`config.mk`:
```
export PLATFORM = sky130hd
export DESIGN_NAME = sbp_cmd
export DESIGN_NICKNAME = d
export VERILOG_FILES = /design/src/core/sbp_pkg.sv /design/src/core/sbp_rx.sv /design/src/core/sbp_cmd.sv
export VERILOG_INCLUDE_DIRS = /design/src /design/src/core
export SDC_FILE = /design/constraint.sdc
export NUM_CORES = 1
export LEC_CHECK = 0
export ABC_AREA = 0
export BUFFER_PORTS_ARGS = -buffer_cell sky130_fd_sc_hd__buf_2
export CORE_ASPECT_RATIO = 2
export CORE_MARGIN = 3
export CORE_UTILIZATION = 53
export CTS_CLUSTER_DIAMETER = 50
export DETAILED_ROUTE_END_ITERATION = 10
export GPL_ROUTABILITY_DRIVEN = 0
export PLACE_DENSITY_LB_ADDON = 0.12
export SLEW_MARGIN = 40
export SYNTH_ARGS = -nofsm -noshare
export SYNTH_HDL_FRONTEND = slang
export SYNTH_SLANG_ARGS = --single-unit
```
`constraint.sdc`:
```
create_clock -name clk -period 11.3 [get_ports clk]
set_clock_uncertainty 0.1 [all_clocks]
set_input_delay 0.565 -clock clk [delete_from_list [all_inputs] [get_ports clk]]
set_output_delay 0.565 -clock clk [all_outputs]
set_load 0.05 [all_outputs]
```
`src/core/sbp_map.svh`:
```
// constants of the biphase programming command block
`ifndef SBP_MAP_SVH
`define SBP_MAP_SVH

// ==========================================================
// clock and host bit timing
`define SBP_CLK_KHZ        25000
`define SBP_H_BIT_MIN_US   972
`define SBP_H_BIT_MAX_US   1075
`define SBP_H_HALF_MIN_PCT 45
`define SBP_H_HALF_MAX_PCT 55
`define SBP_H_GAP_BITS     3

// ==========================================================
// sensor bit timing
`define SBP_S_BIT_US       1024
`define SBP_S_GAP_BITS     2
`define SBP_S_RESP_BITS    1

// ==========================================================
// counters and frame sizes
`define SBP_CNT_W          18
`define SBP_CNT_SAT        18'h3FFFF
`define SBP_HDR_BITS       5'h0A
`define SBP_WR_BITS        5'h1A
`define SBP_BITS_SAT       5'h1F

// ==========================================================
// answers and reset values
`define SBP_ACK_FRAME      17'h08000
`define SBP_ACK_LEN        5'h02
`define SBP_RPY_LEN        5'h11
`define SBP_BASE_RST       16'h0000

// ==========================================================
// permitted address windows, four of them, entry 0 lowest
`define SBP_WIN_LO         64'hC000_8000_0100_0000
`define SBP_WIN_HI         64'hC0FF_80FF_01FF_00FF

`endif

```
`src/core/sbp_pkg.sv`:
```
// shared types of the biphase programming command block
`default_nettype none
`include "sbp_map.svh"
package sbp_pkg;
    typedef logic [`SBP_CNT_W-1:0] sbp_cnt_t;
    typedef logic [15:0]           sbp_addr_t;
    typedef enum logic [2:0] {
        sbp_rd_abs   = 3'h0,
        sbp_rd_rel   = 3'h1,
        sbp_set_base = 3'h3,
        sbp_wr_byte  = 3'h5,
        sbp_wr_word  = 3'h6
    } sbp_cmd_t;
    typedef enum logic [3:0] {
        sbp_idle, sbp_decide, sbp_rdl, sbp_rdh, sbp_wrl, sbp_wrh,
        sbp_wait, sbp_tx, sbp_gap
    } sbp_state_t;
endpackage
`default_nettype wire

```
`src/core/sbp_rx.sv`:
```
// pulse-width receiver for host biphase frames
`timescale 1ns/1ps
`default_nettype none
`include "sbp_map.svh"
module sbp_rx #(
    parameter int unsigned BIT_MIN  = 1,
    parameter int unsigned BIT_MAX  = 2,
    parameter int unsigned HALF_MIN = 1,
    parameter int unsigned HALF_MAX = 1,
    parameter int unsigned GAP_MIN  = 3
) (
    input  wire logic clk,
    input  wire logic rst_n,
    input  wire logic line_in,
    input  wire logic mute,
    output logic      bit_stb,
    output logic      bit_val,
    output logic      frm_end,
    output logic      frm_err
);
    import sbp_pkg::*;

    // ==========================================================
    // edge timing
    sbp_cnt_t cnt;
    logic     prev;
    logic     in_frm;
    logic     half;
    logic     err;
    logic     mute_q;

    // the pin settles for one cycle after we release it, no false edge then
    wire edge_seen = (line_in != prev) && !mute && !mute_q;
    wire is_long   = (cnt >= sbp_cnt_t'(BIT_MIN)) && (cnt <= sbp_cnt_t'(BIT_MAX));
    wire is_short  = (cnt >= sbp_cnt_t'(HALF_MIN)) && (cnt <= sbp_cnt_t'(HALF_MAX));
    wire tmo       = in_frm && !edge_seen && (cnt >= sbp_cnt_t'(BIT_MAX));
    wire good_bit  = (is_long && !half) || (is_short && half);
    wire bad_pulse = !((is_long && !half) || is_short);
    // first edge of a frame is checked against the idle time before it
    wire gap_short = cnt < sbp_cnt_t'(GAP_MIN);
    wire next_err  = in_frm ? (err || bad_pulse) : gap_short;

    always_ff @(posedge clk or negedge rst_n) begin
        if (!rst_n) begin
            prev   <= 1'b1;
            mute_q <= 1'b0;
            cnt    <= `SBP_CNT_SAT;
        end else begin
            prev   <= line_in;
            mute_q <= mute;
            if (edge_seen)
                cnt <= '0;
            else if (mute)
                cnt <= `SBP_CNT_SAT;
            else if (cnt != `SBP_CNT_SAT)
                cnt <= cnt + 18'h00001;
        end
    end

    // ==========================================================
    // frame state; a dangling half bit at timeout is a width error
    always_ff @(posedge clk or negedge rst_n) begin
        if (!rst_n) begin
            in_frm  <= 1'b0;
            half    <= 1'b0;
            err     <= 1'b0;
            bit_stb <= 1'b0;
            bit_val <= 1'b0;
            frm_end <= 1'b0;
            frm_err <= 1'b0;
        end else begin
            bit_stb <= edge_seen && in_frm && good_bit;
            bit_val <= is_short;
            frm_end <= tmo;
            if (tmo)
                frm_err <= err || half;
            if (mute || (edge_seen && !in_frm))
                half <= 1'b0;
            else if (edge_seen)
                half <= is_short && !half;
            if (mute)
                err <= 1'b0;
            else if (edge_seen)
                err <= next_err;
            if (mute)
                in_frm <= 1'b0;
            else if (edge_seen)
                in_frm <= 1'b1;
            else if (tmo)
                in_frm <= 1'b0;
        end
    end
endmodule // sbp_rx
`default_nettype wire

```
`src/core/sbp_cmd.sv`:
```
// command interpreter for biphase programming telegrams on the output pin
`timescale 1ns/1ps
`default_nettype none
`include "sbp_map.svh"
module sbp_cmd #(
    parameter int unsigned H_BIT_MIN  = (`SBP_H_BIT_MIN_US * `SBP_CLK_KHZ + 999) / 1000,
    parameter int unsigned H_BIT_MAX  = `SBP_H_BIT_MAX_US * `SBP_CLK_KHZ / 1000,
    parameter int unsigned H_HALF_MIN = (`SBP_H_BIT_MIN_US * `SBP_H_HALF_MIN_PCT
                                        * `SBP_CLK_KHZ + 99999) / 100000,
    parameter int unsigned H_HALF_MAX = `SBP_H_BIT_MAX_US * `SBP_H_HALF_MAX_PCT
                                        * `SBP_CLK_KHZ / 100000,
    parameter int unsigned H_GAP_MIN  = `SBP_H_GAP_BITS * H_BIT_MIN,
    parameter int unsigned S_BIT      = `SBP_S_BIT_US * `SBP_CLK_KHZ / 1000,
    parameter int unsigned S_HALF     = S_BIT / 2,
    parameter int unsigned S_GAP      = `SBP_S_GAP_BITS * S_BIT,
    parameter int unsigned S_RESP     = `SBP_S_RESP_BITS * S_BIT
) (
    input  wire logic        clk,
    input  wire logic        rst_n,
    input  wire logic        line_in,
    output logic             line_out,
    output logic             line_oe,
    input  wire logic        ee_busy,
    input  wire logic        parity_fail,
    input  wire logic        checksum_fail,
    input  wire logic        err_clr,
    output logic             err_frame,
    output logic             err_parity,
    output logic             err_checksum,
    output logic             err_command,
    output logic             base_valid,
    output logic             mem_req,
    output logic             mem_we,
    output sbp_pkg::sbp_addr_t mem_addr,
    output logic [7:0]       mem_wdata,
    input  wire logic [7:0]  mem_rdata,
    input  wire logic        mem_fail
);
    import sbp_pkg::*;

    // ==========================================================
    // line receiver, muted while we drive the pin ourselves
    sbp_state_t st;
    sbp_state_t next_st;
    logic       rx_bit;
    logic       rx_val;
    logic       rx_end;
    logic       rx_ferr;

    wire mute = (st == sbp_tx) || (st == sbp_gap);

    sbp_rx #(
        .BIT_MIN  (H_BIT_MIN),
        .BIT_MAX  (H_BIT_MAX),
        .HALF_MIN (H_HALF_MIN),
        .HALF_MAX (H_HALF_MAX),
        .GAP_MIN  (H_GAP_MIN)
    ) u_rx (
        .clk     (clk),
        .rst_n   (rst_n),
        .line_in (line_in),
        .mute    (mute),
        .bit_stb (rx_bit),
        .bit_val (rx_val),
        .frm_end (rx_end),
        .frm_err (rx_ferr)
    );

    // ==========================================================
    // frame capture: start, code, address, dummy, then payload
    logic [4:0]  nbits;
    logic [25:0] sh;

    wire       is_rd  = nbits == `SBP_HDR_BITS;
    wire       is_wr  = nbits == `SBP_WR_BITS;
    wire [9:0] hdr    = is_wr ? sh[25:16] : sh[9:0];
    // too few or too many bits land here as a count mismatch
    wire       fr_bad = rx_ferr || !(is_rd || is_wr) || hdr[9] || hdr[0];
    wire       take   = rx_end && (st == sbp_idle);

    always_ff @(posedge clk or negedge rst_n) begin
        if (!rst_n) begin
            sh    <= '0;
            nbits <= '0;
        end else if (rx_end) begin
            nbits <= '0;
        end else if (rx_bit && (nbits != `SBP_BITS_SAT)) begin
            sh    <= {sh[24:0], rx_val};
            nbits <= nbits + 5'h01;
        end
    end

    logic [2:0]  cmd_q;
    logic [4:0]  addr_q;
    logic [15:0] pay_q;
    logic        wr_q;
    logic        ferr_q;
    logic        perr_q;
    logic        cerr_q;

    always_ff @(posedge clk or negedge rst_n) begin
        if (!rst_n) begin
            cmd_q  <= '0;
            addr_q <= '0;
            pay_q  <= '0;
            wr_q   <= 1'b0;
            ferr_q <= 1'b0;
            perr_q <= 1'b0;
            cerr_q <= 1'b0;
        end else if (take) begin
            cmd_q  <= hdr[8:6];
            addr_q <= hdr[5:1];
            pay_q  <= sh[15:0];
            wr_q   <= is_wr;
            ferr_q <= fr_bad;
            perr_q <= parity_fail;
            cerr_q <= checksum_fail;
        end
    end

    // ==========================================================
    // decode and checks
    sbp_addr_t base;

    wire c_abs  = cmd_q == sbp_rd_abs;
    wire c_rel  = cmd_q == sbp_rd_rel;
    wire c_set  = cmd_q == sbp_set_base;
    wire c_wrb  = cmd_q == sbp_wr_byte;
    wire c_wrw  = cmd_q == sbp_wr_word;
    wire c_rd   = c_abs || c_rel;
    wire c_wr   = c_wrb || c_wrw;
    wire known  = c_rd || c_set || c_wr;
    wire typ_ok = (c_rd && !wr_q) || ((c_set || c_wr) && wr_q);

    // absolute reads only reach the lowest 33 bytes
    wire [15:0] eff  = c_abs ? {11'h000, addr_q} : base + {11'h000, addr_q};
    wire [15:0] eff1 = eff + 16'h0001;

    localparam logic [63:0] WIN_LO = `SBP_WIN_LO;
    localparam logic [63:0] WIN_HI = `SBP_WIN_HI;
    logic [3:0] hit_lo;
    logic [3:0] hit_hi;

    for (genvar i = 0; i < 4; i++) begin : g_win
        assign hit_lo[i] = (eff >= WIN_LO[i*16 +: 16]) && (eff <= WIN_HI[i*16 +: 16]);
        assign hit_hi[i] = (eff1 >= WIN_LO[i*16 +: 16]) && (eff1 <= WIN_HI[i*16 +: 16]);
    end

    wire need_hi  = c_rd || c_wrw;
    wire perm     = (|hit_lo) && ((|hit_hi) || !need_hi);
    wire no_base  = (c_rel || c_wr) && !base_valid;
    wire ee_block = c_wr && ee_busy;
    wire exec_bad = !typ_ok || no_base || (!c_set && !perm) || ee_block;
    wire cmd_err  = !known || exec_bad;
    wire comm_err = ferr_q || perr_q || cerr_q;
    wire any_err  = comm_err || cmd_err;
    wire mfail    = mem_req && mem_fail;

    // ==========================================================
    // sequencer
    logic [16:0] tx_sh;
    logic [4:0]  tx_len;
    logic [4:0]  tx_idx;
    sbp_cnt_t    tm;
    logic        tx_out;

    wire resp_go  = tm == sbp_cnt_t'(S_RESP - 1);
    wire bit_last = tm == sbp_cnt_t'(S_BIT - 1);
    wire gap_done = tm == sbp_cnt_t'(S_GAP - 1);
    wire at_bound = (st == sbp_tx) && (tm == '0);
    wire at_mid   = (st == sbp_tx) && (tm == sbp_cnt_t'(S_HALF)) && tx_sh[16];
    wire tx_done  = at_bound && (tx_idx == tx_len);

    always_comb begin
        next_st = st;
        case (st)
            sbp_idle:
                if (take)
                    next_st = sbp_decide;
            sbp_decide:
                if (any_err)
                    next_st = sbp_idle;
                else if (c_set)
                    next_st = sbp_wait;
                else if (c_rd)
                    next_st = sbp_rdl;
                else
                    next_st = sbp_wrl;
            sbp_rdl:
                next_st = mem_fail ? sbp_idle : sbp_rdh;
            sbp_rdh:
                next_st = mem_fail ? sbp_idle : sbp_wait;
            sbp_wrl:
                if (mem_fail)
                    next_st = sbp_idle;
                else
                    next_st = c_wrw ? sbp_wrh : sbp_wait;
            sbp_wrh:
                next_st = mem_fail ? sbp_idle : sbp_wait;
            sbp_wait:
                if (resp_go)
                    next_st = sbp_tx;
            sbp_tx:
                if (tx_done)
                    next_st = sbp_gap;
            sbp_gap:
                if (gap_done)
                    next_st = sbp_idle;
            default:
                next_st = sbp_idle;
        endcase
    end

    always_ff @(posedge clk or negedge rst_n) begin
        if (!rst_n)
            st <= sbp_idle;
        else
            st <= next_st;
    end

    // ==========================================================
    // base address; the lock stays until the next reset
    always_ff @(posedge clk or negedge rst_n) begin
        if (!rst_n) begin
            base       <= `SBP_BASE_RST;
            base_valid <= 1'b0;
        end else if ((st == sbp_decide) && !any_err && c_set) begin
            base       <= pay_q;
            base_valid <= 1'b1;
        end
    end

    // ==========================================================
    // memory port, read data is taken in the cycle of the request
    logic [7:0] rd_lo;

    assign mem_req = (st == sbp_rdl) || (st == sbp_rdh) || (st == sbp_wrl) || (st == sbp_wrh);
    assign mem_we  = (st == sbp_wrl) || (st == sbp_wrh);

    always_ff @(posedge clk or negedge rst_n) begin
        if (!rst_n) begin
            mem_addr  <= '0;
            mem_wdata <= '0;
            rd_lo     <= '0;
        end else if (st == sbp_decide) begin
            mem_addr  <= eff;
            mem_wdata <= pay_q[7:0];
        end else if ((st == sbp_rdl) || (st == sbp_wrl)) begin
            mem_addr  <= eff1;
            mem_wdata <= pay_q[15:8];
            rd_lo     <= mem_rdata;
        end
    end

    // ==========================================================
    // answer shifter and line driver
    wire load = (next_st == sbp_wait) && (st != sbp_wait);

    always_ff @(posedge clk or negedge rst_n) begin
        if (!rst_n) begin
            tx_sh  <= '0;
            tx_len <= '0;
            tx_idx <= '0;
        end else if (load) begin
            tx_sh  <= (st == sbp_rdh) ? {1'b0, mem_rdata, rd_lo} : `SBP_ACK_FRAME;
            tx_len <= (st == sbp_rdh) ? `SBP_RPY_LEN : `SBP_ACK_LEN;
            tx_idx <= '0;
        end else if ((st == sbp_tx) && bit_last) begin
            tx_sh  <= {tx_sh[15:0], 1'b0};
            tx_idx <= tx_idx + 5'h01;
        end
    end

    always_ff @(posedge clk or negedge rst_n) begin
        if (!rst_n)
            tm <= '0;
        else if ((st != next_st) || ((st == sbp_tx) && bit_last))
            tm <= '0;
        else if ((st == sbp_wait) || (st == sbp_tx) || (st == sbp_gap))
            tm <= tm + 18'h00001;
    end

    // line rests high while released, so the first boundary pulls it low
    always_ff @(posedge clk or negedge rst_n) begin
        if (!rst_n)
            tx_out <= 1'b1;
        else if ((st == sbp_gap) && gap_done)
            tx_out <= 1'b1;
        else if (at_bound || at_mid)
            tx_out <= ~tx_out;
    end

    assign line_out = tx_out;
    assign line_oe  = mute;

    // ==========================================================
    // error log, a new event wins over a clear in the same cycle
    wire set_frm = (st == sbp_decide) && ferr_q;
    wire set_par = (st == sbp_decide) && perr_q;
    wire set_chk = (st == sbp_decide) && cerr_q;
    wire set_cmd = ((st == sbp_decide) && cmd_err) || mfail;

    always_ff @(posedge clk or negedge rst_n) begin
        if (!rst_n) begin
            err_frame    <= 1'b0;
            err_parity   <= 1'b0;
            err_checksum <= 1'b0;
            err_command  <= 1'b0;
        end else begin
            err_frame    <= set_frm || (err_frame && !err_clr);
            err_parity   <= set_par || (err_parity && !err_clr);
            err_checksum <= set_chk || (err_checksum && !err_clr);
            err_command  <= set_cmd || (err_command && !err_clr);
        end
    end
endmodule // sbp_cmd
`default_nettype wire

```
==> out/qor.csv <==
metric,value,unit
grt-ovfl-total,0,
path_delay_family,simple AND/OR/NAND/NOR gates,
antenna_found_initial,0,
avgSynthCellArea,9.91,um^2
setup_viol,0,
slowest_delay,0.73,ns
ant_nets,0,
slowest_stage,or3_2,
tightest_slew,0.836,ns
status,"complete, but fails checks",
ff2ff_setup_slack,6.35,ns
worstHoldPathType,in2async,
ir_worst_vdd,0.127,mV
grt_start_max_net_pins,116,
dpl_cell_area,10200,um^2
yosys_warnings,0,
crit_top_cell,ha_1,
synthArstFlopShare,100,%
post_drt_via_cell_ratio,6.05,
synth_xor_area_share,4.91,%
first_pass_iters,5,
setup_tns,0,ns
cp_max_fo,17,
internal_power,1.35,mW
grtUsageTotal,24.2,%
whs,-0.0237,ns
drtIter0Drc,411,
core.rowCount,69,
worst-setup-path-type,reg2reg,
synth_edf_count,0,
cts_inserted_buffers,17,
pre_cts_slack,6.49,ns
final_design_area_no_fill,10800,um^2
initial_utilization,54.8,%
synth_top_family_by_area,simple AND/OR/NAND/NOR gates,
io_buffers,48,
grt_pass1_wl,38.3,mm
slew_violations,0,
dp_hpwl,16.8,mm
p_seq_share,40.5,%
violations,negative hold slack,
clk_latency,0.43,ns
fmax,202,MHz
worstPathCellList,ha_1 > fa_1 > mux2i_1 > inv_1 > ha_1 > o211ai_1 > nor4b_1 > nand4_1 > nor4_1 > a22oi_1 > a221oi_2 > nor2_1 > or3_2 > mux2_4,
cts_tree,built,
p_leak,5.01,nW
ys_seq_area_share,47.6,%
ys.flop_type,dfrtp_1,
cts.reportedPaths.clkPinSlew,0.08,ns
vias,7511,
cts_setup_buffers,0,
final_cells,1241,
synth_simple_gate_area_share,18.3,%
synth-compound-area-share,10.9,%
arrival,5.17,ns
hold_buffers,0,
fin_nets,1048,
drt-wirelength-per-cell,19.0,um
syn-num-nets,1026,
start_kind,flip-flop,
layout_worst_path_cycle_share,43.8,%
grt_setup_unrepaired,false,
core-area,18000,um^2
required,11.51,ns
syn_inst,993,
p_per_area,208,nW/um^2
cts.sinks,186,
hold_viol,5,
synthAdderAreaFrac,2.24,%
wl,23.5,mm
ys_types,69,
layout-drive-gt1-share,18.2,%
cp-end-kind,flip-flop,
pwr-share-clk,27.8,%
die_x,102,um
switchingPower,906,uW
dieArea,20300,um^2
grt_pass1_vias,7419,
n_antenna_cell,0,
cap_viol_max_count,0,
nFillCells,1582,
cts_buffer_depth,2,
cp_num_buf_inv,1,
slew_headroom,44.1,%
ioPinCount,49,
min_period,4.95,ns
ys_seq_elements,186,
clockRootBuffer,clkbuf_16,
syn_area,9840,um^2
dp_cells,1209,
swShare,40.2,%
cts.repair.resized,0,
die-height,199,um
synthMuxAreaShare,12.5,%
comb_power_share,31.7,%
fin_ws,6.35,ns
syn_to_final_growth,10.3,%
htree_levels,4,
drc,0,
-- synthesized netlist by cell type (20+ instances only) --
| master | count | share of area [%] |
|---|---|---|
| xor2_1 | 36 | 3.2 |
| a21oi_1 | 32 | 1.6 |
| dfrtp_1 | 166 | 42 |
| dfstp_2 | 20 | 5.3 |
| nor3_1 | 49 | 2.5 |
| mux2i_1 | 50 | 5.1 |
| clkbuf_1 | 43 | 1.6 |
| nor2_1 | 67 | 2.6 |
| nand2_1 | 138 | 5.3 |
| nand4_1 | 22 | 1.4 |
| mux2_2 | 53 | 6.1 |
| inv_1 | 26 | 0.99 |
| nand3_1 | 30 | 1.5 |
| o21ai_0 | 61 | 3.1 |
-- flip-flops by register name (all words and copies together) (netlist names), 2 cells and up --
| name | count |
|---|---|
| nbits | 5 |
| cmd_q | 3 |
| pay_q | 16 |
| tm | 18 |
| u_rx.cnt | 18 |
| mem_wdata | 8 |
| mem_addr | 16 |
| sh | 26 |
| base | 16 |
| st | 4 |
| tx_len | 2 |
| tx_sh | 17 |
| addr_q | 5 |
| tx_idx | 5 |
| rd_lo | 8 |
-- layout by cell type (no fill, tap or decap), types with 15 or more instances in the layout --
master	instances
dfrtp_1	166
buf_2	47
clkbuf_16	18
ha_1	16
mux2_2	53
nor2_1	65
inv_1	26
mux2i_1	50
and3_1	15
nand4_1	22
a21oi_1	32
nand3_1	30
nor3_1	48
xnor2_1	16
o21ai_0	61
dfstp_2	20
nand2_1	137
xor2_1	36
-- through the flow --
stage,power [mW],utilization (%),hold WS (ns)
floorplan,1.42,-,0.169
global placement,1.63,56.7,0.353
detailed placement,1.64,56.9,0.359
CTS,2.28,60.4,0.000665
global route,2.39,60.4,0.0135
finish,2.26,60.4,-0.0237
-- logic make-up (layout without fill, tap and decap cells) --
family,after synthesis,count (layout)
AO/OA/AOI/OAI,166,166
XOR/XNOR,53,53
adder cells (fa/ha/maj),17,17
buffers and inverters,81,116
flip-flops,186,186
multiplexers,112,112
AND/OR/NAND/NOR,378,378
-- layer usage --
layer / up-vias / GRT usage (%) / part of all wire (%)
met5: - / 0 / 0
met4: 0 / 10.0 / 3.4
met3: 52 / 2.84 / 2.1
met2: 148 / 46.0 / 57
met1: 3725 / 26.3 / 37
li1: 3586 / - / -
-- layout make-up --
cell class,count,area [um^2],area share [%]
Multi-Input combinational cell,726,4840,44.6
Sequential cell,186,4680,43.1
Clock buffer,17,425,3.92
Timing Repair Buffer,58,339,3.13
Tap cell,213,267,2.46
Clock inverter,15,203,1.87
Inverter,26,97.6,0.900
-- path summary, 6_finish.rpt --
check | start | to | cells past startpoint
setup / recovery | addr_q[0] | base[9] | 14
hold / removal | rst_n | mem_addr[0] | 1
setup reg to reg | addr_q[0] | base[9] | 14
hold reg to reg | mem_wdata[3] | mem_wdata[3] | 2
max in group asynchronous | rst_n | tx_idx[2] | 2
min in group clk | line_in | u_rx.prev | 1
-- power groups by stage --
stage                     combinational (mW)  clock, mW  sequential (mW)
after floorplan                        0.498          0            0.926
after global placement                 0.706          0            0.922
after detailed placement               0.717          0            0.925
after CTS                              0.720      0.643            0.913
after global routing                   0.788      0.672            0.932
final                                  0.715      0.628            0.913
(Power assumes the default switching activity.)
